## src/rtl/psr_consts.vh

```
// Constants for the position status reporter: word layouts, codes and timing.
// Assumes inclusion by bare name from the rtl folder.
`ifndef PSR_CONSTS_VH
`define PSR_CONSTS_VH
// Status word bit positions (bit 1 of the word is index 0).
`define PSR_ST_FAULT 0
`define PSR_ST_NOPOS 1
`define PSR_ST_ALERT 2
`define PSR_ST_MARKER 3
// Alert bit positions.
`define PSR_AL_FOREIGN 0
`define PSR_AL_CLOSE 1
`define PSR_AL_FAR 2
`define PSR_AL_YBIG 3
`define PSR_AL_YSMALL 4
`define PSR_AL_TIPPED 5
`define PSR_AL_CONTRAST 6
`define PSR_AL_REPAIR 7
`define PSR_AL_HOT 8
`define PSR_AL_USED 9
// Error codes and limits.
`define PSR_ERR_INTERNAL_MIN 16'd1000
`define PSR_ERR_TIPPED 16'h0001
`define PSR_ERR_AMBIGUOUS 16'h0002
`define PSR_ERR_REPAIR_START 16'h0003
`define PSR_MARKER_MIN 10'd1
`define PSR_MARKER_MAX 10'd999
`define PSR_SPEED_UNKNOWN 32'h0000ffff
// Event output select modes.
`define PSR_EVSEL_ONE 2'h0
`define PSR_EVSEL_ANY 2'h1
`define PSR_EVSEL_LIST 2'h2
// Automatic trigger period.
`define PSR_CLK_HZ 125000000
`define PSR_TRIG_PERIOD_US 25000
`define PSR_TRIG_CYCLES ((`PSR_CLK_HZ / 1000000) * `PSR_TRIG_PERIOD_US)
`endif

```

## src/rtl/psr_reporter.v

```verilog
// Position status reporter: forms status, alert and marker words and the
// position, Y and velocity outputs from decoded read head results.
// Assumes the decoder presents one result per sample_valid pulse.
//
// Notes on behaviour
// - On fault, X word carries the error number instead of position.
// - Error code in low sixteen X bits, upper bits zero.
// - Status bits: fault, no position, alert, marker; higher bits zero.
// - No position sets flag and zeroes Y, velocity and, when no fault is reported, X.
// - Error priority: internal above 1000, then tipped code 1, then ambiguous code 2.
// - Marker number unsigned in low ten bits, upper six bits zero.
// - Each alert bit follows its condition.
// - Alert order: foreign, close, far, Y big, Y small, tipped, contrast, repair, hot.
// - No condition means alert word is all zero.
// - Entering a repair tape raises the marker flag.
// - On repair tape, position is last absolute plus tape increment.
// - Starting on repair tape without absolute position reports an error.
// - In a marker, position is last absolute plus marker offset.
// - Marker numbers 1 to 999 accepted.
// - Entering a marker raises the marker flag.
// - Event output matches one number, any event, or a listed number.
// - Automatic trigger acquires every 0.025 s.
// - X is 32-bit two's complement, low byte first on the byte port.
// - Unknown speed reports 65535.
`timescale 1ns/100ps
`default_nettype none
`include "psr_consts.vh"
module psr_reporter #(
   parameter integer TRIG_CYCLES = `PSR_TRIG_CYCLES,
   parameter integer LIST_LEN = 4
) (
   // Clock and reset
   input wire mclk,
   input wire srst,
   // Configuration
   input wire auto_mode,
   input wire [1:0] event_select,
   input wire [9:0] event_match,
   input wire [10*LIST_LEN-1:0] event_list,
   // Decoded sample from the image decoder
   input wire sample_valid,
   input wire pos_found,
   input wire abs_code,
   input wire repair_code,
   input wire marker_code,
   input wire signed [31:0] abs_position,
   input wire signed [31:0] incr_offset,
   input wire [9:0] marker_id,
   input wire signed [31:0] y_in,
   input wire speed_known,
   input wire [31:0] speed_in,
   input wire [15:0] internal_err,
   input wire tipped_180,
   input wire ambiguous,
   input wire [8:0] alert_cond,
   // Byte port for the X word
   input wire [1:0] x_byte_sel,
   // Trigger towards the decoder
   output reg acquire,
   // Cyclic input words
   output reg [15:0] head_status_word,
   output reg [15:0] last_marker_number,
   output reg [15:0] active_alert_flags,
   output reg signed [31:0] x_coordinate,
   output reg signed [31:0] y_coordinate,
   output reg [31:0] velocity_value,
   output reg [7:0] x_byte,
   output reg event_out
);
   ////////////////////////////////////////////////////////////////////////////
   wire trig_pulse;
   wire [LIST_LEN-1:0] list_match;
   wire [15:0] next_alerts;
   reg signed [31:0] last_abs;
   reg abs_known;
   reg [15:0] next_err;
   reg next_fault;
   reg signed [31:0] next_pos;
   reg next_inrange;
   reg marker_ok;
   reg alert_any;
   reg list_hit;
   reg one_hit;
   reg next_event;
   reg [15:0] next_status;
   reg signed [31:0] next_x;
   reg signed [31:0] next_y;
   reg [31:0] next_vel;
   reg [7:0] next_byte;
   genvar g;
   genvar e;

   psr_trigger #(.PERIOD(TRIG_CYCLES)) u_trig (
      .mclk(mclk),
      .srst(srst),
      .auto_mode(auto_mode),
      .trig_pulse(trig_pulse)
   );

   ////////////////////////////////////////////////////////////////////////////
   // Marker acceptance and range detection.
   // Numbers outside 1 to 999 are treated as plain reel, so a misread marker
   // neither raises the range flag nor replaces the stored number.
   always @* begin
      marker_ok = marker_code && (marker_id >= `PSR_MARKER_MIN) && (marker_id <= `PSR_MARKER_MAX);
      next_inrange = repair_code || marker_ok;
   end

   ////////////////////////////////////////////////////////////////////////////
   // Error selection by priority.
   always @* begin
      next_err = 16'h0;
      if (internal_err > `PSR_ERR_INTERNAL_MIN) begin
         next_err = internal_err;
      end else if (tipped_180) begin
         next_err = `PSR_ERR_TIPPED;
      end else if (ambiguous) begin
         next_err = `PSR_ERR_AMBIGUOUS;
      end else if (pos_found && next_inrange && !abs_code && !abs_known) begin
         // An offset tape with no base reading cannot give a position.
         next_err = `PSR_ERR_REPAIR_START;
      end
      next_fault = (next_err != 16'h0);
   end

   ////////////////////////////////////////////////////////////////////////////
   // Position source.
   always @* begin
      // Inside a range the tape carries only an offset, so the last reading of
      // the main reel taken outside any range serves as the base.
      if (pos_found && next_inrange && !abs_code) begin
         next_pos = last_abs + incr_offset;
      end else begin
         next_pos = abs_position;
      end
   end

   ////////////////////////////////////////////////////////////////////////////
   // Alert word: one bit per condition, reserved bits tied low.
   generate
      for (g = 0; g < 16; g = g + 1) begin : g_alert
         if (g < `PSR_AL_USED) begin : g_used
            assign next_alerts[g] = alert_cond[g];
         end else begin : g_rsvd
            assign next_alerts[g] = 1'b0;
         end
      end
   endgenerate

   always @* begin
      alert_any = (alert_cond != 9'h0);
   end

   ////////////////////////////////////////////////////////////////////////////
   // Status word assembly; every bit not named here reads zero.
   always @* begin
      next_status = 16'h0;
      next_status[`PSR_ST_FAULT] = next_fault;
      next_status[`PSR_ST_NOPOS] = !pos_found;
      next_status[`PSR_ST_ALERT] = alert_any;
      next_status[`PSR_ST_MARKER] = next_inrange;
   end

   ////////////////////////////////////////////////////////////////////////////
   // X word: an error number takes precedence over any position.
   always @* begin
      if (next_fault) begin
         next_x = {16'h0, next_err};
      end else if (!pos_found) begin
         next_x = 32'sh0;
      end else begin
         next_x = next_pos;
      end
   end

   ////////////////////////////////////////////////////////////////////////////
   // Y and velocity words.
   always @* begin
      if (!pos_found) begin
         next_y = 32'sh0;
         next_vel = 32'h0;
      end else begin
         next_y = y_in;
         next_vel = speed_known ? speed_in : `PSR_SPEED_UNKNOWN;
      end
   end

   ////////////////////////////////////////////////////////////////////////////
   // Byte port: picks one byte of the standing X word, byte 0 the lowest.
   always @* begin
      case (x_byte_sel)
         2'h0: next_byte = x_coordinate[7:0];
         2'h1: next_byte = x_coordinate[15:8];
         2'h2: next_byte = x_coordinate[23:16];
         default: next_byte = x_coordinate[31:24];
      endcase
   end

   ////////////////////////////////////////////////////////////////////////////
   // Event list comparison, one comparator per list entry.
   generate
      for (e = 0; e < LIST_LEN; e = e + 1) begin : g_list
         assign list_match[e] = (event_list[10*e +: 10] == last_marker_number[9:0]);
      end
   endgenerate

   // Event output decision, taken from the registered words so that the
   // output follows what the controller reads in the status one cycle later.
   always @* begin
      list_hit = |list_match;
      one_hit = (last_marker_number[9:0] == event_match);
      if (!head_status_word[`PSR_ST_MARKER]) begin
         next_event = 1'b0;
      end else if (event_select == `PSR_EVSEL_ANY) begin
         next_event = 1'b1;
      end else if (event_select == `PSR_EVSEL_ONE) begin
         next_event = one_hit;
      end else if (event_select == `PSR_EVSEL_LIST) begin
         next_event = list_hit;
      end else begin
         next_event = 1'b0;
      end
   end

   ////////////////////////////////////////////////////////////////////////////
   // Acquisition pulse towards the decoder.
   always @(posedge mclk) begin
      if (srst) begin
         acquire <= 1'b0;
      end else begin
         acquire <= trig_pulse;
      end
   end

   ////////////////////////////////////////////////////////////////////////////
   // Base position tracking.
   // Only an absolute reading outside any range may become the base, so a
   // long repair stretch never builds its offset on top of itself.
   always @(posedge mclk) begin
      if (srst) begin
         last_abs <= 32'sh0;
         abs_known <= 1'b0;
      end else if (sample_valid && pos_found && abs_code && !next_inrange) begin
         last_abs <= abs_position;
         abs_known <= 1'b1;
      end
   end

   ////////////////////////////////////////////////////////////////////////////
   // The last accepted marker number is kept after the marker is left.
   always @(posedge mclk) begin
      if (srst) begin
         last_marker_number <= 16'h0;
      end else if (sample_valid && marker_ok) begin
         last_marker_number <= {6'h0, marker_id};
      end
   end

   ////////////////////////////////////////////////////////////////////////////
   // Cyclic input words change only with a new sample, so the controller
   // always reads one consistent set between two samples.
   always @(posedge mclk) begin
      if (srst) begin
         head_status_word <= 16'h0;
         active_alert_flags <= 16'h0;
         x_coordinate <= 32'sh0;
         y_coordinate <= 32'sh0;
         velocity_value <= 32'h0;
      end else if (sample_valid) begin
         head_status_word <= next_status;
         active_alert_flags <= next_alerts;
         x_coordinate <= next_x;
         y_coordinate <= next_y;
         velocity_value <= next_vel;
      end
   end

   ////////////////////////////////////////////////////////////////////////////
   // Byte port register.
   always @(posedge mclk) begin
      if (srst) begin
         x_byte <= 8'h0;
      end else begin
         x_byte <= next_byte;
      end
   end

   ////////////////////////////////////////////////////////////////////////////
   // Event output register.
   always @(posedge mclk) begin
      if (srst) begin
         event_out <= 1'b0;
      end else begin
         event_out <= next_event;
      end
   end
   ////////////////////////////////////////////////////////////////////////////
endmodule // psr_reporter
`default_nettype wire

```

## src/rtl/psr_trigger.v

```verilog
// Automatic acquisition trigger: one-cycle pulse every trigger period.
// Assumes a free running mclk and synchronous srst.
`timescale 1ns/100ps
`default_nettype none
`include "psr_consts.vh"
module psr_trigger #(
   parameter integer PERIOD = `PSR_TRIG_CYCLES
) (
   // Clock and reset
   input wire mclk,
   input wire srst,
   // Control and pulse
   input wire auto_mode,
   output reg trig_pulse
);
   reg [31:0] count;
   always @(posedge mclk) begin
      if (srst || !auto_mode) begin
         count <= 32'h0;
         trig_pulse <= 1'b0;
      end else if (count == PERIOD - 1) begin
         count <= 32'h0;
         trig_pulse <= 1'b1;
      end else begin
         count <= count + 32'h1;
         trig_pulse <= 1'b0;
      end
   end
endmodule // psr_trigger
`default_nettype wire

```

## config.mk

```make
export PLATFORM = sky130hd
export DESIGN_NAME = psr_reporter
export DESIGN_NICKNAME = d
export VERILOG_FILES = /design/src/rtl/psr_reporter.v /design/src/rtl/psr_trigger.v
export VERILOG_INCLUDE_DIRS = /design/src /design/src/rtl
export SDC_FILE = /design/constraint.sdc
export NUM_CORES = 1
export LEC_CHECK = 0
export BUFFER_PORTS_ARGS = -buffer_cell sky130_fd_sc_hd__buf_2
export CAP_MARGIN = 20
export CORE_AREA = 2 2 149 151
export CTS_BUF_LIST = sky130_fd_sc_hd__clkbuf_4
export DETAILED_ROUTE_END_ITERATION = 10
export DIE_AREA = 0 0 151 153
export GPL_TIMING_DRIVEN = 0
export MAX_ROUTING_LAYER = met4
export PLACE_DENSITY = 0.82
export REMOVE_ABC_BUFFERS = 1
export SYNTH_ARGS = -nofsm -noshare
export SYNTH_HDL_FRONTEND = slang
export SYNTH_HIERARCHICAL = 1
export SYNTH_SLANG_ARGS = --single-unit
```

## constraint.sdc

```tcl
create_clock -name mclk -period 3.25 [get_ports mclk]
set_input_delay 0.1625 -clock mclk [delete_from_list [all_inputs] [get_ports mclk]]
set_output_delay 0.1625 -clock mclk [all_outputs]
set_load 0.005 [all_outputs]
```

-- Yosys cells after proc, flatten, opt, wreduce, memory -nomap -nowiden
Cells that the tools add are included.
- word-level logic and storage cells: 67
- flip-flop bits (word level): 195
- multiplexer cells: 15
- add/subtract/negate cells: 2
- magnitude comparators: 3
- reductions and logical operators: 23
- bitwise gates (word level): 1
- equality and inequality tests: 10
- operator list (cell ; number):
    32-bit two-way mux ; 6
    10-bit == test ; 5
    32-bit by 1-bit adder with 32-bit output, second input constant ; 1
    32-bit adder ; 1
    32-bit by 22-bit == test with 1-bit output, second input constant ; 1
    8-bit one-hot mux with 3 select lines ; 1
    16-bit by 10-bit > comparator with 1-bit output, second input constant ; 1
    16-bit two-way mux ; 1
    16-bit nonzero test ; 1
    10-bit by 1-bit >= comparator with 1-bit output, second input constant ; 1
    10-bit <= comparator, second input constant ; 1
    1-bit logical AND ; 9
    9-bit nonzero test ; 1
    2-bit two-way mux ; 3
    1-bit zero test ; 5
    2-bit by 1-bit == test with 1-bit output, second input constant ; 2
    2-bit == test, second input constant ; 2
    2-bit zero test ; 2
    1-bit two-way mux ; 4
    2-bit OR reduction ; 2
    4-bit OR reduction ; 1
    1-bit logical OR ; 2
    1-bit inverter ; 1

-- Logic depth before layout (Yosys ltp)
Gate-level depths: netlist (run 1).
- word-level depth: 13
- mapped depth: 12
- depth with buffers taken out: 12

-- Hierarchy
Netlist (run 1), hierarchy kept.
- by module, submodules not included (module ; times used ; area an instance (um2) ; cells an instance):
    psr_reporter ; 1 ; 8652.0 ; 1037
    psr_trigger ; 1 ; 1539.0 ; 175

-- Worst setup path before layout (run 1)
OpenSTA, ideal clock, no wires.
- path type: flip-flop to flip-flop
- from: register last_abs[0]
- to: register x_coordinate[30]
- stages on the path, launching flop included: 13
- buffers on the path: 0
- path slack: 607 ps
- arrival time: 2540 ps
- required time: 3147 ps
- setup time: 103 ps
- path through: dfxtp_1 ha_1 inv_1 fa_1 nand2b_1 a21oi_1 a21oi_1 a21oi_2 a2111oi_2 o31a_1 o21ai_2 mux2i_1 a2111oi_2
- cells in the longest elaborated chain, start to end: 4
- ends and longest elaborated chain (item ; RTL line ; text):
    from (decl) ; psr_reporter.v:74 ; reg signed [31:0] last_abs;
    from (signal assigned) ; psr_reporter.v:244 ; last_abs <= abs_position;
    32-bit adder ; psr_reporter.v:132 ; next_pos = last_abs + incr_offset;
    32-bit two-way mux ; psr_reporter.v:131 ; if (pos_found && next_inrange && !abs_code) begin
    32-bit two-way mux ; psr_reporter.v:169 ; end else if (!pos_found) begin
    32-bit two-way mux ; psr_reporter.v:167 ; if (next_fault) begin
    to (signal assigned) ; psr_reporter.v:272 ; x_coordinate <= next_x;
    to (decl) ; psr_reporter.v:64 ; output reg signed [31:0] x_coordinate,
Every way passes these cells.
A chain may end at the register's enable or synchronous reset.

-- Worst setup path after layout (run 1)
- from: input port internal_err[0]
- to: register x_coordinate[8]
- cells in the longest elaborated chain, start to end: 4
- ends and longest elaborated chain (item ; RTL line ; text):
    from (decl) ; psr_reporter.v:52 ; input wire [15:0] internal_err,
    16-bit by 10-bit > comparator with 1-bit output (no source line) ; n/a ;
    16-bit two-way mux (*) ; psr_reporter.v:113 ; if (internal_err > `PSR_ERR_INTERNAL_MIN) begin
    16-bit nonzero test ; psr_reporter.v:123 ; next_fault = (next_err != 16'h0);
    32-bit two-way mux (*) ; psr_reporter.v:167 ;
Every way passes the cells marked *; elsewhere a longest branch is shown, timed or not.

==> results of run 1 <==
## cell usage after synthesis, drive strengths merged (2+ instances only)
| library cell | count |
|---|---|
| nor2 | 159 |
| or4 | 3 |
| o21bai | 4 |
| nand2 | 131 |
| nand4 | 25 |
| nor3b | 5 |
| nand3 | 30 |
| xnor2 | 27 |
| a221oi | 11 |
| a21o | 12 |
| mux4 | 8 |
| or3 | 4 |
| and2 | 3 |
| o31ai | 5 |
| o211ai | 21 |
| nor4 | 18 |
| a21oi | 86 |
| a211oi | 11 |
| a311oi | 4 |
| nand2b | 6 |
| nor4b | 2 |
| clkbuf | 57 |
| o21a | 3 |
| dfxtp | 195 |
| a31oi | 6 |
| xor2 | 74 |
| inv | 19 |
| buf | 48 |
| mux2i | 22 |
| and3 | 10 |
| o21ai | 27 |
| nor3 | 33 |
| or2 | 2 |
| o22ai | 11 |
| and4 | 4 |
| nor2b | 13 |
| a22oi | 61 |
| o31a | 5 |
| ha | 33 |
| a2111oi | 3 |
## layer usage
metal | GRT usage, % | vias up | share of wire (%)
met2 | 50.6 | 664 | 47
li1 | - | 5258 | -
met4 | 20.0 | 0 | 7.2
met5 | - | - | 0
met1 | 34.1 | 5242 | 37
met3 | 8.21 | 218 | 9.0
## cells by family after synthesis
group | synth area share [%]
AOI/OAI and AO/OA | 18.0
xor gates and xnor gates | 8.68
adders and majority gates | 4.25
buffers and inverters | 5.82
DFF | 38.3
muxes | 3.93
other | 0.0368
and+or+nand+nor | 21.0
## repair_timing
action	4_1_cts	5_1_grt
setup endpoints to repair	0	14
hold endpoints to repair	152	0
hold buffers	195	0
gates resized for setup	0	4
## worst max-delay path: stages
cell	delay, ns
dlygate4sd3_1	0.53
buf_2	0.14
o31a_1	0.30
o2111ai_1	0.22
nand3_1	0.44
nor3_1	0.48
and3_2	0.46
a31oi_1	0.16
a211oi_1	0.20
dlygate4sd3_1	0.57
## final cells by class
type,count,area (sq um)
clock inverters,15,194
fillers,1637,7150
diodes,10,25.0
flip-flops and latches,195,3900
clock buffers,17,128
repair buffers,556,3860
well taps,280,350
inverters,19,73.8
multi-input cells,917,5800
## power groups by stage
stage	Combinational (mW)	Sequential [mW]	Clock, mW
3_5_place_dp	0.697	2.57	0
6_report	0.906	2.53	1.45
2_1_floorplan	0.317	2.57	0
3_3_place_gp	0.671	2.57	0
4_1_cts	0.870	2.52	1.48
5_1_grt	0.977	2.54	1.57
## registers in the layout, summed over array words and instances, names as in the netlist
name                flops
last_marker_number     10
abs_known               1
active_alert_flags      9
x_byte                  8
u_trig/count           32
y_coordinate           32
x_coordinate           32
last_abs               32
acquire                 1
u_trig/trig_pulse       1
event_out               1
velocity_value         32
head_status_word        4
## worst max-delay path by stage
stage | endpoint | slack, ns | cells after the start
after floorplan | x_coordinate[30]$_SDFFE_PP0P_ | 0.61 | 12
after global placement | last_marker_number[5]$_SDFFE_PP0P_ | -1.65 | 5
after detailed placement | x_coordinate[19]$_SDFFE_PP0P_ | -0.03 | 9
after CTS | x_coordinate[8]$_SDFFE_PP0P_ | 0.02 | 10
after global routing | x_coordinate[8]$_SDFFE_PP0P_ | -0.009 | 13
final | x_coordinate[8]$_SDFFE_PP0P_ | 0.12 | 10
## metrics by stage
step / hold slack [ns] / total power, mW / setup TNS [ns] / instance area (sq um) / setup slack [ns]
floorplan: 0.232 / 2.88 / 0 / 9760 / 0.607
global placement: 0.391 / 3.24 / -121.27 / 11900 / -1.65
detailed placement: 0.402 / 3.27 / -0.0289 / 12000 / -0.0254
CTS: 0.00158 / 4.87 / 0 / 14300 / 0.0196
global route: 0.00586 / 5.09 / -0.00891 / 14300 / -0.00891
finish: 0.0322 / 4.88 / 0 / 14300 / 0.117
==> qor.yml, run 1 <==
instances_no_fill: 2009
relSlewSlack_pct: 27.1
grt_pass1_vias: 10900
reg2reg_from: "last_abs[0]$_SDFFE_PP0P_"
power_density_nw_per_um2: 341
status: "completed"
syn_area_sq_um: 10200
syn_inst: 1212
power_frac_comb_pct: 18.5
seq_area_frac_synth_pct: 38.3
post-cts-setup-buffers: 0
fin_nets: 1968
timing.final.crit_share_pct: 96.4
synth_cell_types: 68
period_needed_ns: 3.13
layout_common_cells: "buf_2 (355), dfxtp_1 (195), dlygate4sd3_1 (195)"
worstSetupEndpointType: "flip-flop"
p_leak_nw: 6.52
routed_via_density: 5.67
power_switching_mw: 1.46
synth_top_area_share_pct: 38.3
route.detailed.drc: 0
grt_usage_pct: 31.4
root_buffer: "clkbuf_4"
first_iter_violations: 959
wl_per_cell_um: 18.3
cp_max_fo: 15
detailed_place_hpwl_um: 22800
maxCapViolCount: 0
worst_pin_slew_ns: 1.09
final_common_cell: "buf_2"
dieHeight_um: 153
placeableCoreArea_sq_um: 21500
setup_viol: 0
worstReg2RegEnd: "x_coordinate[8]$_SDFFE_PP0P_"
hp-start: "pos_found"
die_x_um: 151
cp-startpoint: "internal_err[0]"
clk_pin_slew_ns: 0.19
cts_sinks: 195
globalRouteOverflowTotal: 0
drtAntennaViolNets: 0
crit_path_start_kind: "input pin"
timing.fmax_mhz: 319
slew_violations: 0
worstHoldPathCells: 3
drt-total-wl_um: 36800
async_reset_ff_share_pct: 0
ir_worst_vdd_v: 0.000291
final-hold-violation-count: 0
synth.top_cells.by_area: "dfxtp_1 (38%), xor2_1 (6.4%), nor2_1 (5.9%)"
vias: 11400
hp-class: "input pin to flip-flop"
antenna_found_initial: 9
drt_first_pass_iters: 8
dp.cells: 1772
drive_gt1_share_pct: 24.9
yosys_warnings: 6
gp_congestion: 0.988
grt_max_degree: 88
die_area_sq_um: 23100
cts_buffers: 17
start_util_pct: 47.4
area_delta_synth_final_pct: 40.7
arrival_ns: 3.68
clk-insertion-delay-late_ns: 0.60
synth-edff-count: 0
fin_util_pct: 66.7
rr_worst_depth: 13
io_buffers: 356
crit_type: "input pin to flip-flop"
sw_frac_of_total_pct: 29.9
pwr-share-clk_pct: 29.7
avgSynthCellArea_sq_um: 8.41
synth_top_cell_by_area: "dfxtp_1"
fin_skew_ns: 0.0150
reg2reg_slack_ns: 0.14
grt_pass1_wl_um: 55600
ys_seq_elements: 195
io_pins: 382
required_ns: 3.80
htreeDepth: 4
clk_path_buf_depth: 2
seqPwrFrac_pct: 51.8
cts_tree: "built"
synth_ff_type: "dfxtp_1"
p_int_mw: 3.43
min_to: "velocity_value[6]$_SDFFE_PP0P_"
rows: 54
Note: power is estimated with default switching activity, not from simulation.
==> run 2, diff against run 1 <==
--- a/config.mk
+++ b/config.mk
@@ -15,6 +15,7 @@
 export GPL_TIMING_DRIVEN = 0
 export MAX_ROUTING_LAYER = met4
 export PLACE_DENSITY = 0.82
+export RECOVER_POWER = 100
 export REMOVE_ABC_BUFFERS = 1
 export SYNTH_ARGS = -nofsm -noshare
 export SYNTH_HDL_FRONTEND = slang
==> qor.yml, run 2 (same netlist as run 1, synthesis figures left out) <==
slew_violations: 0
ir_worst_vdd_v: 0.000289
wl_per_cell_um: 18.3
detailed_place_hpwl_um: 22800
die_x_um: 151
min_to: "velocity_value[6]$_SDFFE_PP0P_"
final_common_cell: "buf_2"
gp_congestion: 0.988
worstHoldPathCells: 3
hp-start: "pos_found"
required_ns: 3.80
final-hold-violation-count: 0
timing.fmax_mhz: 315
area_delta_synth_final_pct: 39.5
crit_type: "input pin to flip-flop"
drtAntennaViolNets: 0
p_total_mw: 4.88
reg2reg_from: "last_abs[0]$_SDFFE_PP0P_"
first_iter_violations: 864
io_pins: 382
clk_path_buf_depth: 2
power_density_nw_per_um2: 343
drt-total-wl_um: 36800
layout_common_cells: "buf_2 (267), dfxtp_1 (195), dlygate4sd3_1 (195)"
regArea_sq_um: 3900
timing.final.crit_share_pct: 97.6
cts_tree: "built"
crit_path_start_kind: "input pin"
root_buffer: "clkbuf_4"
status: "completed"
drt_first_pass_iters: 6
instances_no_fill: 2009
cp_max_fo: 15
io_buffers: 356
worstSetupEndpointType: "flip-flop"
hp-class: "input pin to flip-flop"
reg2reg_slack_ns: 0.12
rr_worst_depth: 13
grt_max_degree: 88
fin_nets: 1968
start_util_pct: 47.4
fin_skew_ns: 0.0154
cts_sinks: 195
maxCapViolCount: 0
worst_pin_slew_ns: 1.22
routed_via_density: 5.68
grt_usage_pct: 31.4
placeableCoreArea_sq_um: 21500
arrival_ns: 3.73
fin_util_pct: 66.2
htreeDepth: 4
fin_tns_setup_ns: 0
grt_pass1_wl_um: 55600
rows: 54
dieHeight_um: 153
worstReg2RegEnd: "x_coordinate[8]$_SDFFE_PP0P_"
dp.cells: 1772
die_area_sq_um: 23100
antenna_found_initial: 9
relSlewSlack_pct: 18.3
clk_pin_slew_ns: 0.20
multiInputGateArea_sq_um: 5790
route.detailed.drc: 0
period_needed_ns: 3.17
fillers: 1707
drive_gt1_share_pct: 19.6
post-cts-setup-buffers: 0
grt_pass1_vias: 10900
p_leak_nw: 6.16
globalRouteOverflowTotal: 0
clk-insertion-delay-late_ns: 0.60
vias: 11400
cts_buffers: 17
setup_viol: 0
[run 2: cell type report]
class / count / area share [%]
multi-input cells: 917 / 40.7
diodes: 10 / 0.176
clock inverters: 15 / 1.36
clock buffers: 17 / 0.898
flip-flops and latches: 195 / 27.5
repair buffers: 556 / 26.4
well taps: 280 / 2.46
inverters: 19 / 0.519
[run 2: layer usage]
metal,track usage (%),up-vias,wire length (um)
li1,-,5252,-
met1,34.1,5256,13400
met2,50.6,699,17400
met3,8.21,204,3320
met4,20.0,0,2620
met5,-,-,0
[run 2: worst max path at each step]
stage,from,end,depth (start not counted)
final,internal_err[0],x_coordinate[8]$_SDFFE_PP0P_,10
after CTS,internal_err[0],x_coordinate[8]$_SDFFE_PP0P_,10
after floorplan,last_abs[0]$_SDFFE_PP0P_,x_coordinate[30]$_SDFFE_PP0P_,12
after global routing,last_abs[0]$_SDFFE_PP0P_,x_coordinate[8]$_SDFFE_PP0P_,13
after detailed placement,internal_err[0],x_coordinate[19]$_SDFFE_PP0P_,9
after global placement,sample_valid,last_marker_number[5]$_SDFFE_PP0P_,5
[run 2: metrics by stage]
stage / instance area [sq um] / worst slack (ns) / hold slack [ns]
finish: 14200 / 0.0769 / 0.0286
global route: 14200 / -0.00891 / 0.00585
CTS: 14300 / 0.0196 / 0.00158
detailed placement: 12000 / -0.0254 / 0.402
global placement: 11900 / -1.65 / 0.391
floorplan: 9760 / 0.607 / 0.232
[run 2: what timing repair did]
action	CTS	global route
resized for setup	0	4
endpoints found under the hold margin	152	0
hold buffers	195	0
endpoints found under the setup margin	0	14
[run 2: report_power, final]
| part | total (mW) | leakage, nW | internal [mW] | switching (mW) |
|---|---|---|---|---|
| registers | 2.53 | 1.59 | 2.46 | 0.0667 |
| logic | 0.894 | 4.40 | 0.451 | 0.442 |
| clock network | 1.45 | 0.171 | 0.500 | 0.952 |
[run 2: critical path, cell delays in order]
cell,delay (ns)
dlygate4sd3_1,0.53
clkbuf_1,0.13
o31a_1,0.31
o2111ai_1,0.23
nand3_1,0.44
nor3_1,0.51
and3_2,0.47
a31oi_1,0.16
a211oi_1,0.20
dlygate4sd3_1,0.57
==> run 3, diff against run 2 <==
==> constraint.sdc (replaced) <==
create_clock -name mclk -period 3.25 [get_ports mclk]
set_input_delay 0.1625 -clock mclk [delete_from_list [all_inputs] [get_ports mclk]]
set_output_delay 0.1625 -clock mclk [all_outputs]
set_load 0.02 [all_outputs]
==> qor.yml, run 3 (same netlist as run 1, synthesis figures left out) <==
status: "completed"
worstSetupEndpointType: "flip-flop"
area_delta_synth_final_pct: 38.9
cpMaxStageDelayCell: "dlygate4sd3_1"
worst_slack_ns: 0.0753
clk_pin_slew_ns: 0.19
fin_util_pct: 65.9
grt_pass1_wl_um: 55600
timing.final.crit_share_pct: 97.7
post-place-ws_ns: -0.0254
root_buffer: "clkbuf_4"
io_pins: 382
cts_sinks: 195
detailed_place_hpwl_um: 22800
cts_tree: "built"
multiInputGateArea_sq_um: 5790
fin_nets: 1968
cts_buffers: 17
worst_pin_slew_ns: 1.23
start_util_pct: 47.4
timing.fmax_mhz: 315
p_total_mw: 4.96
power_density_nw_per_um2: 350
rows: 54
maxCapViolCount: 0
setup_viol: 0
grt_usage_pct: 31.4
crit_type: "input pin to flip-flop"
io_buffers: 356
required_ns: 3.80
grt_pass1_vias: 10900
gp_congestion: 0.988
drt_first_pass_iters: 6
ir_worst_vdd_v: 0.000291
wl_per_cell_um: 18.3
cpMostUsedCell: "dlygate4sd3_1"
p_leak_nw: 5.98
fin_skew_ns: 0.0172
dieHeight_um: 153
cp_num_buf_inv: 3
drtAntennaViolNets: 0
drt-total-wl_um: 36700
period_needed_ns: 3.17
cp_max_fo: 15
globalRouteOverflowTotal: 0
fin_tns_setup_ns: 0
placeableCoreArea_sq_um: 21500
timing.hold.ws_ns: 0.0262
final-hold-violation-count: 0
regArea_sq_um: 3900
hp-class: "input pin to flip-flop"
place_area_sq_um: 12000
routed_via_density: 5.68
layout_common_cells: "buf_2 (224), dfxtp_1 (195), dlygate4sd3_1 (195)"
dp.cells: 1772
grt_max_degree: 88
relSlewSlack_pct: 17.7
worstPathCellList: "dlygate4sd3_1, clkbuf_1, o31a_1, o2111ai_1, nand3_1, nor3_1, and3_2, a31oi_1, a211oi_1, dlygate4sd3_1"
final_common_cell: "buf_2"
route.detailed.drc: 0
cp_slowest_stage_delay_ns: 0.57
first_iter_violations: 920
antenna_found_initial: 9
fillers: 1736
arrival_ns: 3.73
reg2reg_slack_ns: 0.12
clk-insertion-delay-late_ns: 0.60
drive_gt1_share_pct: 17.1
die_x_um: 151
clk_path_buf_depth: 2
post-cts-setup-buffers: 0
vias: 11400
slew_violations: 0
die_area_sq_um: 23100
htreeDepth: 4
instances_no_fill: 2008
crit_family: "simple AND/OR/NAND/NOR gates"
crit_path_start_kind: "input pin"
stdcell_area_sq_um: 14200
==> run 3: where the power goes <==
group          switching [mW]  internal [mW]  total (mW)
registers              0.0673           2.46        2.53
clock network           0.952          0.500        1.45
logic                   0.532          0.446       0.979
total                    1.55           3.41        4.96
==> run 3: worst register-to-register path, stage by stage (launching register included) <==
cell and delay, ns:
dfxtp_1 0.37, ha_1 0.19, inv_1 0.06, fa_1 0.41, nand2b_1 0.19, a21oi_2 0.20
o21ai_0 0.18, a21boi_2 0.25, o21ai_0 0.10, nand2_1 0.09, xor2_1 0.15, nand3_1 0.09
a211oi_1 0.25, dlygate4sd3_1 0.57
==> run 3: worst paths after layout <==
path                                start                        endpoint  cells past startpoint
max                       internal_err[0]    x_coordinate[8]$_SDFFE_PP0P_                     10
min                             pos_found  velocity_value[6]$_SDFFE_PP0P_                      3
max reg2reg      last_abs[0]$_SDFFE_PP0P_    x_coordinate[8]$_SDFFE_PP0P_                     13
min reg2reg  u_trig/trig_pulse$_SDFF_PP0_              acquire$_SDFF_PP0_                      1
==> run 3: layer usage <==
layer  global-route usage (%)  vias up  wire [um]  share of wire, %
met5                        -        -          0                 0
li1                         -     5255          -                 -
met2                     50.6      667      17400                47
met1                     34.1     5278      13500                37
met4                     20.0        0       2600               7.1
met3                     8.21      210       3240               8.8
==> run 3: repair_timing <==
item | in CTS | in global routing
hold buffers | 195 | 0
hold endpoints to repair | 152 | 0
resized for setup | 0 | 4
endpoints found under the setup margin | 0 | 14
==> run 3: layout make-up <==
class	instances	share of cell area (%)
multi-input cells	917	40.9
diodes	9	0.159
clock buffers	17	0.901
inverters	19	0.521
clock inverters	15	1.37
flip-flops and latches	195	27.6
repair buffers	556	26.1
well taps	280	2.47
